### config.mk
export PLATFORM = sky130hd
export DESIGN_NAME = iofd_port
export DESIGN_NICKNAME = d
export VERILOG_FILES = /design/src/iofd_pkg.sv /design/src/iofd_lamp_if.sv /design/src/iofd_sync.sv /design/src/iofd_lamp.sv /design/src/iofd_port.sv
export VERILOG_INCLUDE_DIRS = /design/src /design/src/src
export SDC_FILE = /design/constraint.sdc
export NUM_CORES = 1
export LEC_CHECK = 0
export BUFFER_PORTS_ARGS = -buffer_cell sky130_fd_sc_hd__buf_2
export CORE_ASPECT_RATIO = 0.8
export CORE_MARGIN = 8
export CORE_UTILIZATION = 45
export DETAILED_ROUTE_END_ITERATION = 12
export GPL_TIMING_DRIVEN = 0
export PLACE_DENSITY_LB_ADDON = 0.12
export SLEW_MARGIN = 40
export SYNTH_ARGS = -nofsm -noshare
export SYNTH_HDL_FRONTEND = slang
export SYNTH_SLANG_ARGS = --single-unit
### constraint.sdc
create_clock -name sys_clk -period 3.9 [get_ports sys_clk]
set_input_delay 0.195 -clock sys_clk [delete_from_list [all_inputs] [get_ports sys_clk]]
set_output_delay 0.195 -clock sys_clk [all_outputs]
set_load 0.03 [all_outputs]
### src/iofd_defines.svh
/*
  Constants of the digital I/O port: parameter indices, field positions, reset values and times.
  Assumes inclusion by bare name from the lamp driver and port files.
*/
`ifndef IOFD_DEFINES_SVH
`define IOFD_DEFINES_SVH
`define IOFD_CLK_HZ 40000000
`define IOFD_IDX_OUT_IMAGE 4'h0
`define IOFD_IDX_IN_IMAGE 4'h1
`define IOFD_IDX_FAULT_OUT 4'h2
`define IOFD_IDX_FAULT_IN 4'h3
`define IOFD_IDX_GROUP_CFG 4'h4
`define IOFD_IDX_FALLBACK 4'h5
`define IOFD_IDX_CONN_MON 4'h6
`define IOFD_IDX_DIAG_EN 4'h7
`define IOFD_IDX_DIAG_MSG 4'h8
`define IOFD_IDX_OUT_USE 4'h9
`define IOFD_CFG_FREEZE_BIT 6
`define IOFD_CONN_SYNC 2'b00
`define IOFD_CONN_ASYNC 2'b10
`define IOFD_FW_SHORT 0
`define IOFD_FW_OVERLOAD 1
`define IOFD_FW_SUP_OVER 4
`define IOFD_FW_SUP_UNDER 5
`define IOFD_FLT_OUT_SHORT 0
`define IOFD_FLT_OUT_OVER 1
`define IOFD_FLT_ACT_OVER 2
`define IOFD_FLT_ACT_UNDER 3
`define IOFD_FLT_SEN_OVER 4
`define IOFD_FLT_SEN_UNDER 5
`define IOFD_FLT_OVERTEMP 6
`define IOFD_FLT_SURGE 7
`define IOFD_RST_GROUP_CFG 16'h0000
`define IOFD_RST_FALLBACK 16'h0000
`define IOFD_RST_OUT_USE 16'h0000
`define IOFD_RST_CONN_MON 2'b00
`define IOFD_RST_DIAG_EN 1'b1
`define IOFD_WDOG_US 10
`define IOFD_BOOT_US 50
`define IOFD_BLINK_MS 250
`define IOFD_WDOG_CYCLES ((`IOFD_WDOG_US * `IOFD_CLK_HZ) / 1000000)
`define IOFD_BOOT_CYCLES ((`IOFD_BOOT_US * `IOFD_CLK_HZ + 999999) / 1000000)
`define IOFD_BLINK_CYCLES (`IOFD_BLINK_MS * (`IOFD_CLK_HZ / 1000))
`endif

### src/iofd_pkg.sv
/*
  Types of the digital I/O port.
  Assumes nothing beyond a SystemVerilog compiler.
*/
package iofd_pkg;
  typedef logic [15:0] iofd_image_t;
  typedef logic [31:0] iofd_word_t;
  typedef enum logic {IOFD_LINK_OK, IOFD_LINK_SUBST} iofd_link_t;
endpackage

### src/iofd_lamp_if.sv
/*
  Carrier between the port core and its lamp driver.
  Assumes both ends share sys_clk.
*/
`timescale 1ns/10ps
`default_nettype none
interface iofd_lamp_if;
  logic bootDone;
  logic fwUpdate;
  logic diagPending;
  logic lampStatus;
  logic lampFault;
  logic lampReadyGreen;
  logic lampReadyYellow;
  modport core (output bootDone, output fwUpdate, output diagPending,
    input lampStatus, input lampFault, input lampReadyGreen, input lampReadyYellow);
  modport drv (input bootDone, input fwUpdate, input diagPending,
    output lampStatus, output lampFault, output lampReadyGreen, output lampReadyYellow);
endinterface
`default_nettype wire

### src/iofd_sync.sv
/*
  Two-stage synchroniser for a bus of independent levels.
  Assumes each bit is a slow level; words are not kept coherent.
*/
`timescale 1ns/10ps
`default_nettype none
module iofd_sync #(
  parameter int WIDTH = 16
) (
  input wire logic sys_clk,
  input wire logic arst_n,
  input wire logic [WIDTH-1:0] asyncIn,
  output logic [WIDTH-1:0] syncOut
);
  logic [WIDTH-1:0] stage1;

  always_ff @(posedge sys_clk or negedge arst_n) begin
    if (!arst_n) begin
      stage1 <= '0;
      syncOut <= '0;
    end else begin
      stage1 <= asyncIn;
      syncOut <= stage1;
    end
  end
endmodule
`default_nettype wire

### src/iofd_lamp.sv
/*
  Lamp driver: status, fault and two-colour ready lamp with flashing.
  Assumes inputs from logic in the sys_clk domain.
*/
`timescale 1ns/10ps
`default_nettype none
`include "iofd_defines.svh"
module iofd_lamp #(
  parameter int BLINK_CYCLES = `IOFD_BLINK_CYCLES
) (
  input wire logic sys_clk,
  input wire logic arst_n,
  iofd_lamp_if.drv lamp
);
  logic [31:0] blinkCnt;
  logic blinkPhase;
  logic [31:0] next_blinkCnt;
  logic next_blinkPhase;

  always_comb begin
    next_blinkCnt = blinkCnt + 32'h1;
    next_blinkPhase = blinkPhase;
    if (!lamp.fwUpdate) begin
      next_blinkCnt = '0;
      next_blinkPhase = 1'b1;
    end else if (blinkCnt >= 32'(BLINK_CYCLES - 1)) begin
      next_blinkCnt = '0;
      next_blinkPhase = ~blinkPhase;
    end
  end

  always_ff @(posedge sys_clk or negedge arst_n) begin
    if (!arst_n) begin
      blinkCnt <= '0;
      blinkPhase <= 1'b1;
      lamp.lampStatus <= 1'b0;
      lamp.lampFault <= 1'b0;
      lamp.lampReadyGreen <= 1'b0;
      lamp.lampReadyYellow <= 1'b0;
    end else begin
      blinkCnt <= next_blinkCnt;
      blinkPhase <= next_blinkPhase;
      lamp.lampStatus <= lamp.diagPending;
      lamp.lampFault <= lamp.diagPending;
      lamp.lampReadyGreen <= lamp.bootDone & ~lamp.fwUpdate;
      lamp.lampReadyYellow <= lamp.fwUpdate & next_blinkPhase;
    end
  end
endmodule
`default_nettype wire

### src/iofd_port.sv
/*
  Sixteen-channel digital I/O port with substitute values and fault reporting.
  Assumes the fieldbus controller logic shares sys_clk; channel pins and fault
  sense inputs are asynchronous and pass through synchronisers.
*/
`timescale 1ns/10ps
`default_nettype none
`include "iofd_defines.svh"
module iofd_port
  import iofd_pkg::*;
#(
  parameter int WDOG_CYCLES = `IOFD_WDOG_CYCLES,
  parameter int BOOT_CYCLES = `IOFD_BOOT_CYCLES,
  parameter int BLINK_CYCLES = `IOFD_BLINK_CYCLES
) (
  input wire logic sys_clk,
  input wire logic arst_n,
  input wire logic linkUp,
  input wire logic cycleStrobe,
  input wire iofd_image_t cycleOutImage,
  output iofd_image_t cycleInImage,
  input wire logic cfgPhase,
  input wire logic fwUpdate,
  input wire logic paramWrEn,
  input wire logic paramRdEn,
  input wire logic [3:0] paramIdx,
  input wire iofd_word_t paramWrData,
  output iofd_word_t paramRdData,
  output logic paramAck,
  output logic paramErr,
  output logic diagPending,
  input wire logic [15:0] lineIn,
  output logic [15:0] lineOut,
  output logic [15:0] lineOe_n,
  input wire logic [7:0] faultIn,
  output logic lampStatus,
  output logic lampFault,
  output logic lampReadyGreen,
  output logic lampReadyYellow
);
  iofd_lamp_if lampBus ();
  iofd_image_t sensed;
  logic [7:0] faultSync;

  iofd_sync #(.WIDTH(16)) senseSync (
    .sys_clk(sys_clk),
    .arst_n(arst_n),
    .asyncIn(lineIn),
    .syncOut(sensed)
  );

  iofd_sync #(.WIDTH(8)) faultSyncer (
    .sys_clk(sys_clk),
    .arst_n(arst_n),
    .asyncIn(faultIn),
    .syncOut(faultSync)
  );

  iofd_lamp #(.BLINK_CYCLES(BLINK_CYCLES)) lampDrv (
    .sys_clk(sys_clk),
    .arst_n(arst_n),
    .lamp(lampBus.drv)
  );

  // Builds a fault word from the two output bits and the two supply bits.
  function automatic iofd_word_t faultWord(input logic shortBit, input logic overBit,
                                           input logic supOver, input logic supUnder);
    iofd_word_t w;
    w = '0;
    w[`IOFD_FW_SHORT] = shortBit;
    w[`IOFD_FW_OVERLOAD] = overBit;
    w[`IOFD_FW_SUP_OVER] = supOver;
    w[`IOFD_FW_SUP_UNDER] = supUnder;
    return w;
  endfunction

  // Configuration and parameter access state.
  iofd_image_t groupCfg, next_groupCfg;
  iofd_image_t fallback, next_fallback;
  iofd_image_t outUse, next_outUse;
  iofd_image_t outLatch, next_outLatch;
  logic [1:0] connMon, next_connMon;
  logic diagEn, next_diagEn;
  logic [7:0] diagStore, next_diagStore;
  iofd_word_t next_paramRdData;
  logic next_paramAck, next_paramErr;
  iofd_word_t faultOutWord, faultInWord;

  // Link supervision and pin state.
  iofd_link_t linkState, next_linkState;
  logic [15:0] wdogCnt, next_wdogCnt;
  iofd_image_t next_lineOut, next_cycleInImage;
  logic [15:0] bootCnt, next_bootCnt;
  logic bootDone, next_bootDone;
  logic freeze;
  logic wdogExpired;

  // The output group carries output and actuator supply faults; the input group the sensor supply.
  assign faultOutWord = faultWord(faultSync[`IOFD_FLT_OUT_SHORT], faultSync[`IOFD_FLT_OUT_OVER],
    faultSync[`IOFD_FLT_ACT_OVER], faultSync[`IOFD_FLT_ACT_UNDER]);
  assign faultInWord = faultWord(1'b0, 1'b0,
    faultSync[`IOFD_FLT_SEN_OVER], faultSync[`IOFD_FLT_SEN_UNDER]);
  assign freeze = groupCfg[`IOFD_CFG_FREEZE_BIT];
  assign diagPending = |diagStore;

  always_comb begin
    next_groupCfg = groupCfg;
    next_fallback = fallback;
    next_outUse = outUse;
    next_outLatch = outLatch;
    next_connMon = connMon;
    next_diagEn = diagEn;
    next_paramRdData = paramRdData;
    next_paramAck = paramRdEn | paramWrEn;
    next_paramErr = 1'b0;
    if (cycleStrobe && linkUp) begin
      next_outLatch = cycleOutImage;
    end
    if (paramWrEn) begin
      if (paramIdx == `IOFD_IDX_OUT_IMAGE) begin
        next_outLatch = paramWrData[15:0];
      end else if (paramIdx == `IOFD_IDX_GROUP_CFG) begin
        next_groupCfg = paramWrData[15:0];
      end else if (paramIdx == `IOFD_IDX_FALLBACK) begin
        next_fallback = paramWrData[15:0];
      end else if (paramIdx == `IOFD_IDX_OUT_USE) begin
        next_outUse = paramWrData[15:0];
      end else if (paramIdx == `IOFD_IDX_CONN_MON) begin
        if (paramWrData[1:0] == `IOFD_CONN_SYNC || paramWrData[1:0] == `IOFD_CONN_ASYNC) begin
          next_connMon = paramWrData[1:0];
        end else begin
          next_paramErr = 1'b1;
        end
      end else if (paramIdx == `IOFD_IDX_DIAG_EN) begin
        if (cfgPhase) begin
          next_diagEn = paramWrData[0];
        end else begin
          next_paramErr = 1'b1;
        end
      end else if (paramIdx == `IOFD_IDX_DIAG_MSG) begin
        next_paramErr = 1'b0;
      end else begin
        next_paramErr = 1'b1;
      end
    end else if (paramRdEn) begin
      if (paramIdx == `IOFD_IDX_OUT_IMAGE) begin
        next_paramRdData = {16'h0000, outLatch};
      end else if (paramIdx == `IOFD_IDX_IN_IMAGE) begin
        next_paramRdData = {16'h0000, cycleInImage};
      end else if (paramIdx == `IOFD_IDX_FAULT_OUT) begin
        next_paramRdData = faultOutWord;
      end else if (paramIdx == `IOFD_IDX_FAULT_IN) begin
        next_paramRdData = faultInWord;
      end else if (paramIdx == `IOFD_IDX_GROUP_CFG) begin
        next_paramRdData = {16'h0000, groupCfg};
      end else if (paramIdx == `IOFD_IDX_FALLBACK) begin
        next_paramRdData = {16'h0000, fallback};
      end else if (paramIdx == `IOFD_IDX_OUT_USE) begin
        next_paramRdData = {16'h0000, outUse};
      end else if (paramIdx == `IOFD_IDX_CONN_MON) begin
        next_paramRdData = {30'h00000000, connMon};
      end else if (paramIdx == `IOFD_IDX_DIAG_EN) begin
        next_paramRdData = {31'h00000000, diagEn};
      end else if (paramIdx == `IOFD_IDX_DIAG_MSG) begin
        next_paramRdData = {24'h000000, diagStore};
      end else begin
        next_paramRdData = '0;
        next_paramErr = 1'b1;
      end
    end
  end

  // A fault present in the clearing cycle stays stored, so no entry is lost.
  always_comb begin
    next_diagStore = diagStore;
    if (paramWrEn && paramIdx == `IOFD_IDX_DIAG_MSG) begin
      next_diagStore = diagStore & ~paramWrData[7:0];
    end
    if (diagEn) begin
      next_diagStore = next_diagStore | faultSync;
    end
  end

  always_ff @(posedge sys_clk or negedge arst_n) begin
    if (!arst_n) begin
      groupCfg <= `IOFD_RST_GROUP_CFG;
      fallback <= `IOFD_RST_FALLBACK;
      outUse <= `IOFD_RST_OUT_USE;
      outLatch <= '0;
      connMon <= `IOFD_RST_CONN_MON;
      diagEn <= `IOFD_RST_DIAG_EN;
      diagStore <= '0;
      paramRdData <= '0;
      paramAck <= 1'b0;
      paramErr <= 1'b0;
    end else begin
      groupCfg <= next_groupCfg;
      fallback <= next_fallback;
      outUse <= next_outUse;
      outLatch <= next_outLatch;
      connMon <= next_connMon;
      diagEn <= next_diagEn;
      diagStore <= next_diagStore;
      paramRdData <= next_paramRdData;
      paramAck <= next_paramAck;
      paramErr <= next_paramErr;
    end
  end

  // The watchdog applies only in synchronous mode; asynchronous mode trusts linkUp alone.
  assign wdogExpired = (connMon == `IOFD_CONN_SYNC) && (wdogCnt >= 16'(WDOG_CYCLES - 1));

  always_comb begin
    next_linkState = linkState;
    next_wdogCnt = wdogCnt;
    if (cycleStrobe) begin
      next_wdogCnt = '0;
    end else if (!wdogExpired) begin
      next_wdogCnt = wdogCnt + 16'h0001;
    end
    case (linkState)
      IOFD_LINK_OK: begin
        if (!linkUp || (wdogExpired && !cycleStrobe)) begin
          next_linkState = IOFD_LINK_SUBST;
        end
      end
      IOFD_LINK_SUBST: begin
        if (linkUp && cycleStrobe) begin
          next_linkState = IOFD_LINK_OK;
        end
      end
      default: next_linkState = IOFD_LINK_SUBST;
    endcase
  end

  always_comb begin
    next_lineOut = outLatch;
    if (next_linkState == IOFD_LINK_SUBST) begin
      if (freeze) begin
        next_lineOut = lineOut;
      end else begin
        next_lineOut = fallback;
      end
    end
    // Input channels are never driven, whatever the image holds.
    next_lineOut = next_lineOut & outUse;
    next_cycleInImage = cycleInImage;
    if (cycleStrobe) begin
      next_cycleInImage = (lineOut & outUse) | (sensed & ~outUse);
    end
    next_bootCnt = bootCnt;
    next_bootDone = bootDone;
    if (bootCnt >= 16'(BOOT_CYCLES - 1)) begin
      next_bootDone = 1'b1;
    end else begin
      next_bootCnt = bootCnt + 16'h0001;
    end
  end

  always_ff @(posedge sys_clk or negedge arst_n) begin
    if (!arst_n) begin
      linkState <= IOFD_LINK_SUBST;
      wdogCnt <= '0;
      lineOut <= '0;
      lineOe_n <= 16'hffff;
      cycleInImage <= '0;
      bootCnt <= '0;
      bootDone <= 1'b0;
    end else begin
      linkState <= next_linkState;
      wdogCnt <= next_wdogCnt;
      lineOut <= next_lineOut;
      lineOe_n <= ~outUse;
      cycleInImage <= next_cycleInImage;
      bootCnt <= next_bootCnt;
      bootDone <= next_bootDone;
    end
  end

  assign lampBus.bootDone = bootDone;
  assign lampBus.fwUpdate = fwUpdate;
  assign lampBus.diagPending = diagPending;
  assign lampStatus = lampBus.lampStatus;
  assign lampFault = lampBus.lampFault;
  assign lampReadyGreen = lampBus.lampReadyGreen;
  assign lampReadyYellow = lampBus.lampReadyYellow;
endmodule
`default_nettype wire

==> out/results.txt <==
Worst-skew pair later-pin latency = 0.54 ns
GR Util met2 = 30.4%
R2R depth = 7
Synth Flop Type = dfrtp_1
Sequential area share after synthesis = 59.2%
P&R area growth vs syn = 24.9%
Dpl ws = 1.47 ns
Port buffer count = 137
Crit share post-route = 61.7%
Layout Cells excl Fill = 1582
Synth Warn # = 0
Die width = 191 microns
Core area = 24200 sq um
Remaining DRCs = 0
Share of layout cells above drive strength 1 = 22.6%
Fin crit period = 2.41 ns
CTS H-tree depth = 1
CTS tree = built
Cells after Synth = 996
Ys async rst share = 100%
Max Buffers Root-to-Sink = 3
Max incr delay on CP = 0.41 ns
Tot GR Track Use = 21.3%
Most frequent cell after synthesis = dfrtp_1
Nets = 1332
Clock sinks = 259
Fillers = 2083
Worst setup SP type = flip-flop
Std cell rows = 51
Pwr dens = 514 nW/um^2
Starting Density = 45.4%
Leading post-synthesis cells by cell area = dfrtp_1, dfstp_2, mux2i_1
IO Count = 171
Die ar. = 29700 sq um
Measured slew at the worst slew-check pin = 0.868 ns
Max VDD drop = 360 uV
Global route overflow = 0
Vias per inst = 5.40
CP endpoint kind = flip-flop
Most used routing layer = met1
Total Power = 7060 uW
Vias in the first global route = 8361
WL/cell = 20.2 microns
WL final = 31900 microns
Gates resized, CTS repair = 0
CTS clk-pin slew, worst paths = 0.06 ns
Utilization after layout = 56.8%
Fmax = 0.416 GHz
Met1 Use GR = 32.9%
Die H = 156 microns
Status = completed
Pleak = 0.00615 uW
Syn Std Cell Area = 11000 sq um
Diodes inserted = 0
Hold/Removal Path Class = in -> reg
Cell taking the most area after synthesis = dfrtp_1
Mapped Avg Cell Area = 11.0 sq um
Met3 Use GR = 4.71%
1st-iter DRT viols = 616
Placed cell count = 1479
Global-route wire length before repair = 49700 microns
Number of flops mapped to enable cells by yosys = 0
CP cell instances = ha_1, nand3_1, o211ai_1, nand4_1, nand4_1, clkbuf_1, nor2_1
DP HPWL = 22400 microns
Design area = 13700 sq um
Post-CTS setup buffer count = 0
Hold buffer count at cts = 56
Top fanout value on the critical path = 10
Commonest cells in the netlist = dfrtp_1, nor2_1, nand2_1
CP Class = reg -> reg
Yosys top cell area share = 54.7%
Slowest-stage cell, CP = clkbuf_1
RSZ-0062 raised after global routing = false
Placed inst area = 12300 sq um
Max-Cap Viols = 0
Critical path data arrival time = 2.79 ns
Largest net degree at the start of global routing = 59
Final worst-path setup slack = 1.49 ns
Clk root buf = clkbuf_16
Routability cong. = 0.855
Relative slew margins = 42.2%
DR pass1 iterations = 4
Hold Fails Final Rpt = 0
Initial antenna violation count = 0
Hold Path Stages = 3
DRT antenna net count = 0
Critical path required time = 4.29 ns
Max-slew violation count = 0
Distinct cell type count after synthesis = 60
Cts bufs inserted = 26
Fin Clk Skew = 0.0153 ns
Final setup viols = 0
Vias = 8545
Crit path top cell by count = nand4_1
Seq cells post-synth = 259
## where the power goes
part	switching, uW	total (uW)	internal, uW
Combinational	765	1220	457
Clock	1080	2540	1460
Sequential	255	3300	3040
## worst paths after layout
| check | startpoint | to | slack (ns) |
|---|---|---|---|
| worst max-delay path | lampDrv.blinkCnt[0]$_DFF_PN0_ | lampDrv.blinkCnt[6]$_DFF_PN0_ | 1.49 |
| worst min-delay path | cycleOutImage[6] | outLatch[6]$_DFF_PN0_ | 0.02 |
| worst max register to register | lampDrv.blinkCnt[0]$_DFF_PN0_ | lampDrv.blinkCnt[6]$_DFF_PN0_ | 1.49 |
| worst min register to register | senseSync.stage1[6]$_DFF_PN0_ | senseSync.syncOut[6]$_DFF_PN0_ | 0.35 |
| max in group asynchronous | arst_n | lampDrv.blinkPhase$_DFF_PN1_ | 2.44 |
| min in group asynchronous | arst_n | wdogCnt[12]$_DFFE_PN0P_ | 0.18 |
## cells by family after synthesis
family                     count (synthesis)  share of synthesized area [%]
DFF                                      259                           59.2
and+or+nand+nor                          302                           13.2
muxes                                     85                           8.15
other                                      1                         0.0341
xor gates and xnor gates                  42                           3.35
adders and majority gates                  3                          0.342
AOI/OAI and AO/OA                        205                           11.6
buffers and inverters                     99                           4.12
## critical path, delay by kind of cell (launching register included)
kind                     cells  cell delay [ns]
buffers and inverters        1             0.41
AND/OR/NAND/NOR              4             0.95
flip-flops                   1             0.39
adder cells (fa/ha/maj)      1             0.20
AO/OA/AOI/OAI                1             0.31
## area by class of cell
type	count	area, sq um	area share [%]
inverters	26	97.6	0.711
clock inverters	15	148	1.08
well taps	318	398	2.90
multi-input cells	661	4140	30.1
plain buffers	73	357	2.60
flip-flops and latches	259	6500	47.4
repair buffers	198	1360	9.94
clock buffers	32	723	5.27
## flip-flops by register name, indices dropped and copies added (netlist names), 2 cells and up
name	count
cycleInImage	16
fallback	16
lineOut	16
outLatch	16
groupCfg	16
diagStore	8
senseSync.stage1	16
wdogCnt	16
paramRdData	16
faultSyncer.stage1	8
faultSyncer.syncOut	8
connMon	2
outUse	16
bootCnt	16
lineOe_n	16
senseSync.syncOut	16
lampDrv.blinkCnt	32
## through the flow
stage	hold slack, ns	setup TNS (ns)
after floorplan	-0.101	0
after global placement	0.302	-523.08
after detailed placement	0.144	0
after CTS	0.00628	0
after global routing	0.0415	0
final	0.0249	0
## placed cells by master (no fill, tap or decap), types with 36 or more instances in the layout
master,instances
mux2_2,36
dfrtp_1,240
a21oi_1,60
mux2i_1,49
buf_2,151
dlygate4sd3_1,56
nand2_1,86
clkbuf_1,39
o21ai_0,69
nor2_1,91
## metal layers
| layer | share of wire [%] | wire [microns] | up-vias |
|---|---|---|---|
| met2 | 42 | 13500 | 317 |
| met3 | 7.9 | 2520 | 33 |
| met1 | 48 | 15500 | 4253 |
| met4 | 1.3 | 400 | 0 |
| li1 | - | - | 3942 |
| met5 | 0 | 0 | - |
Power figures use the tool's default switching activity.
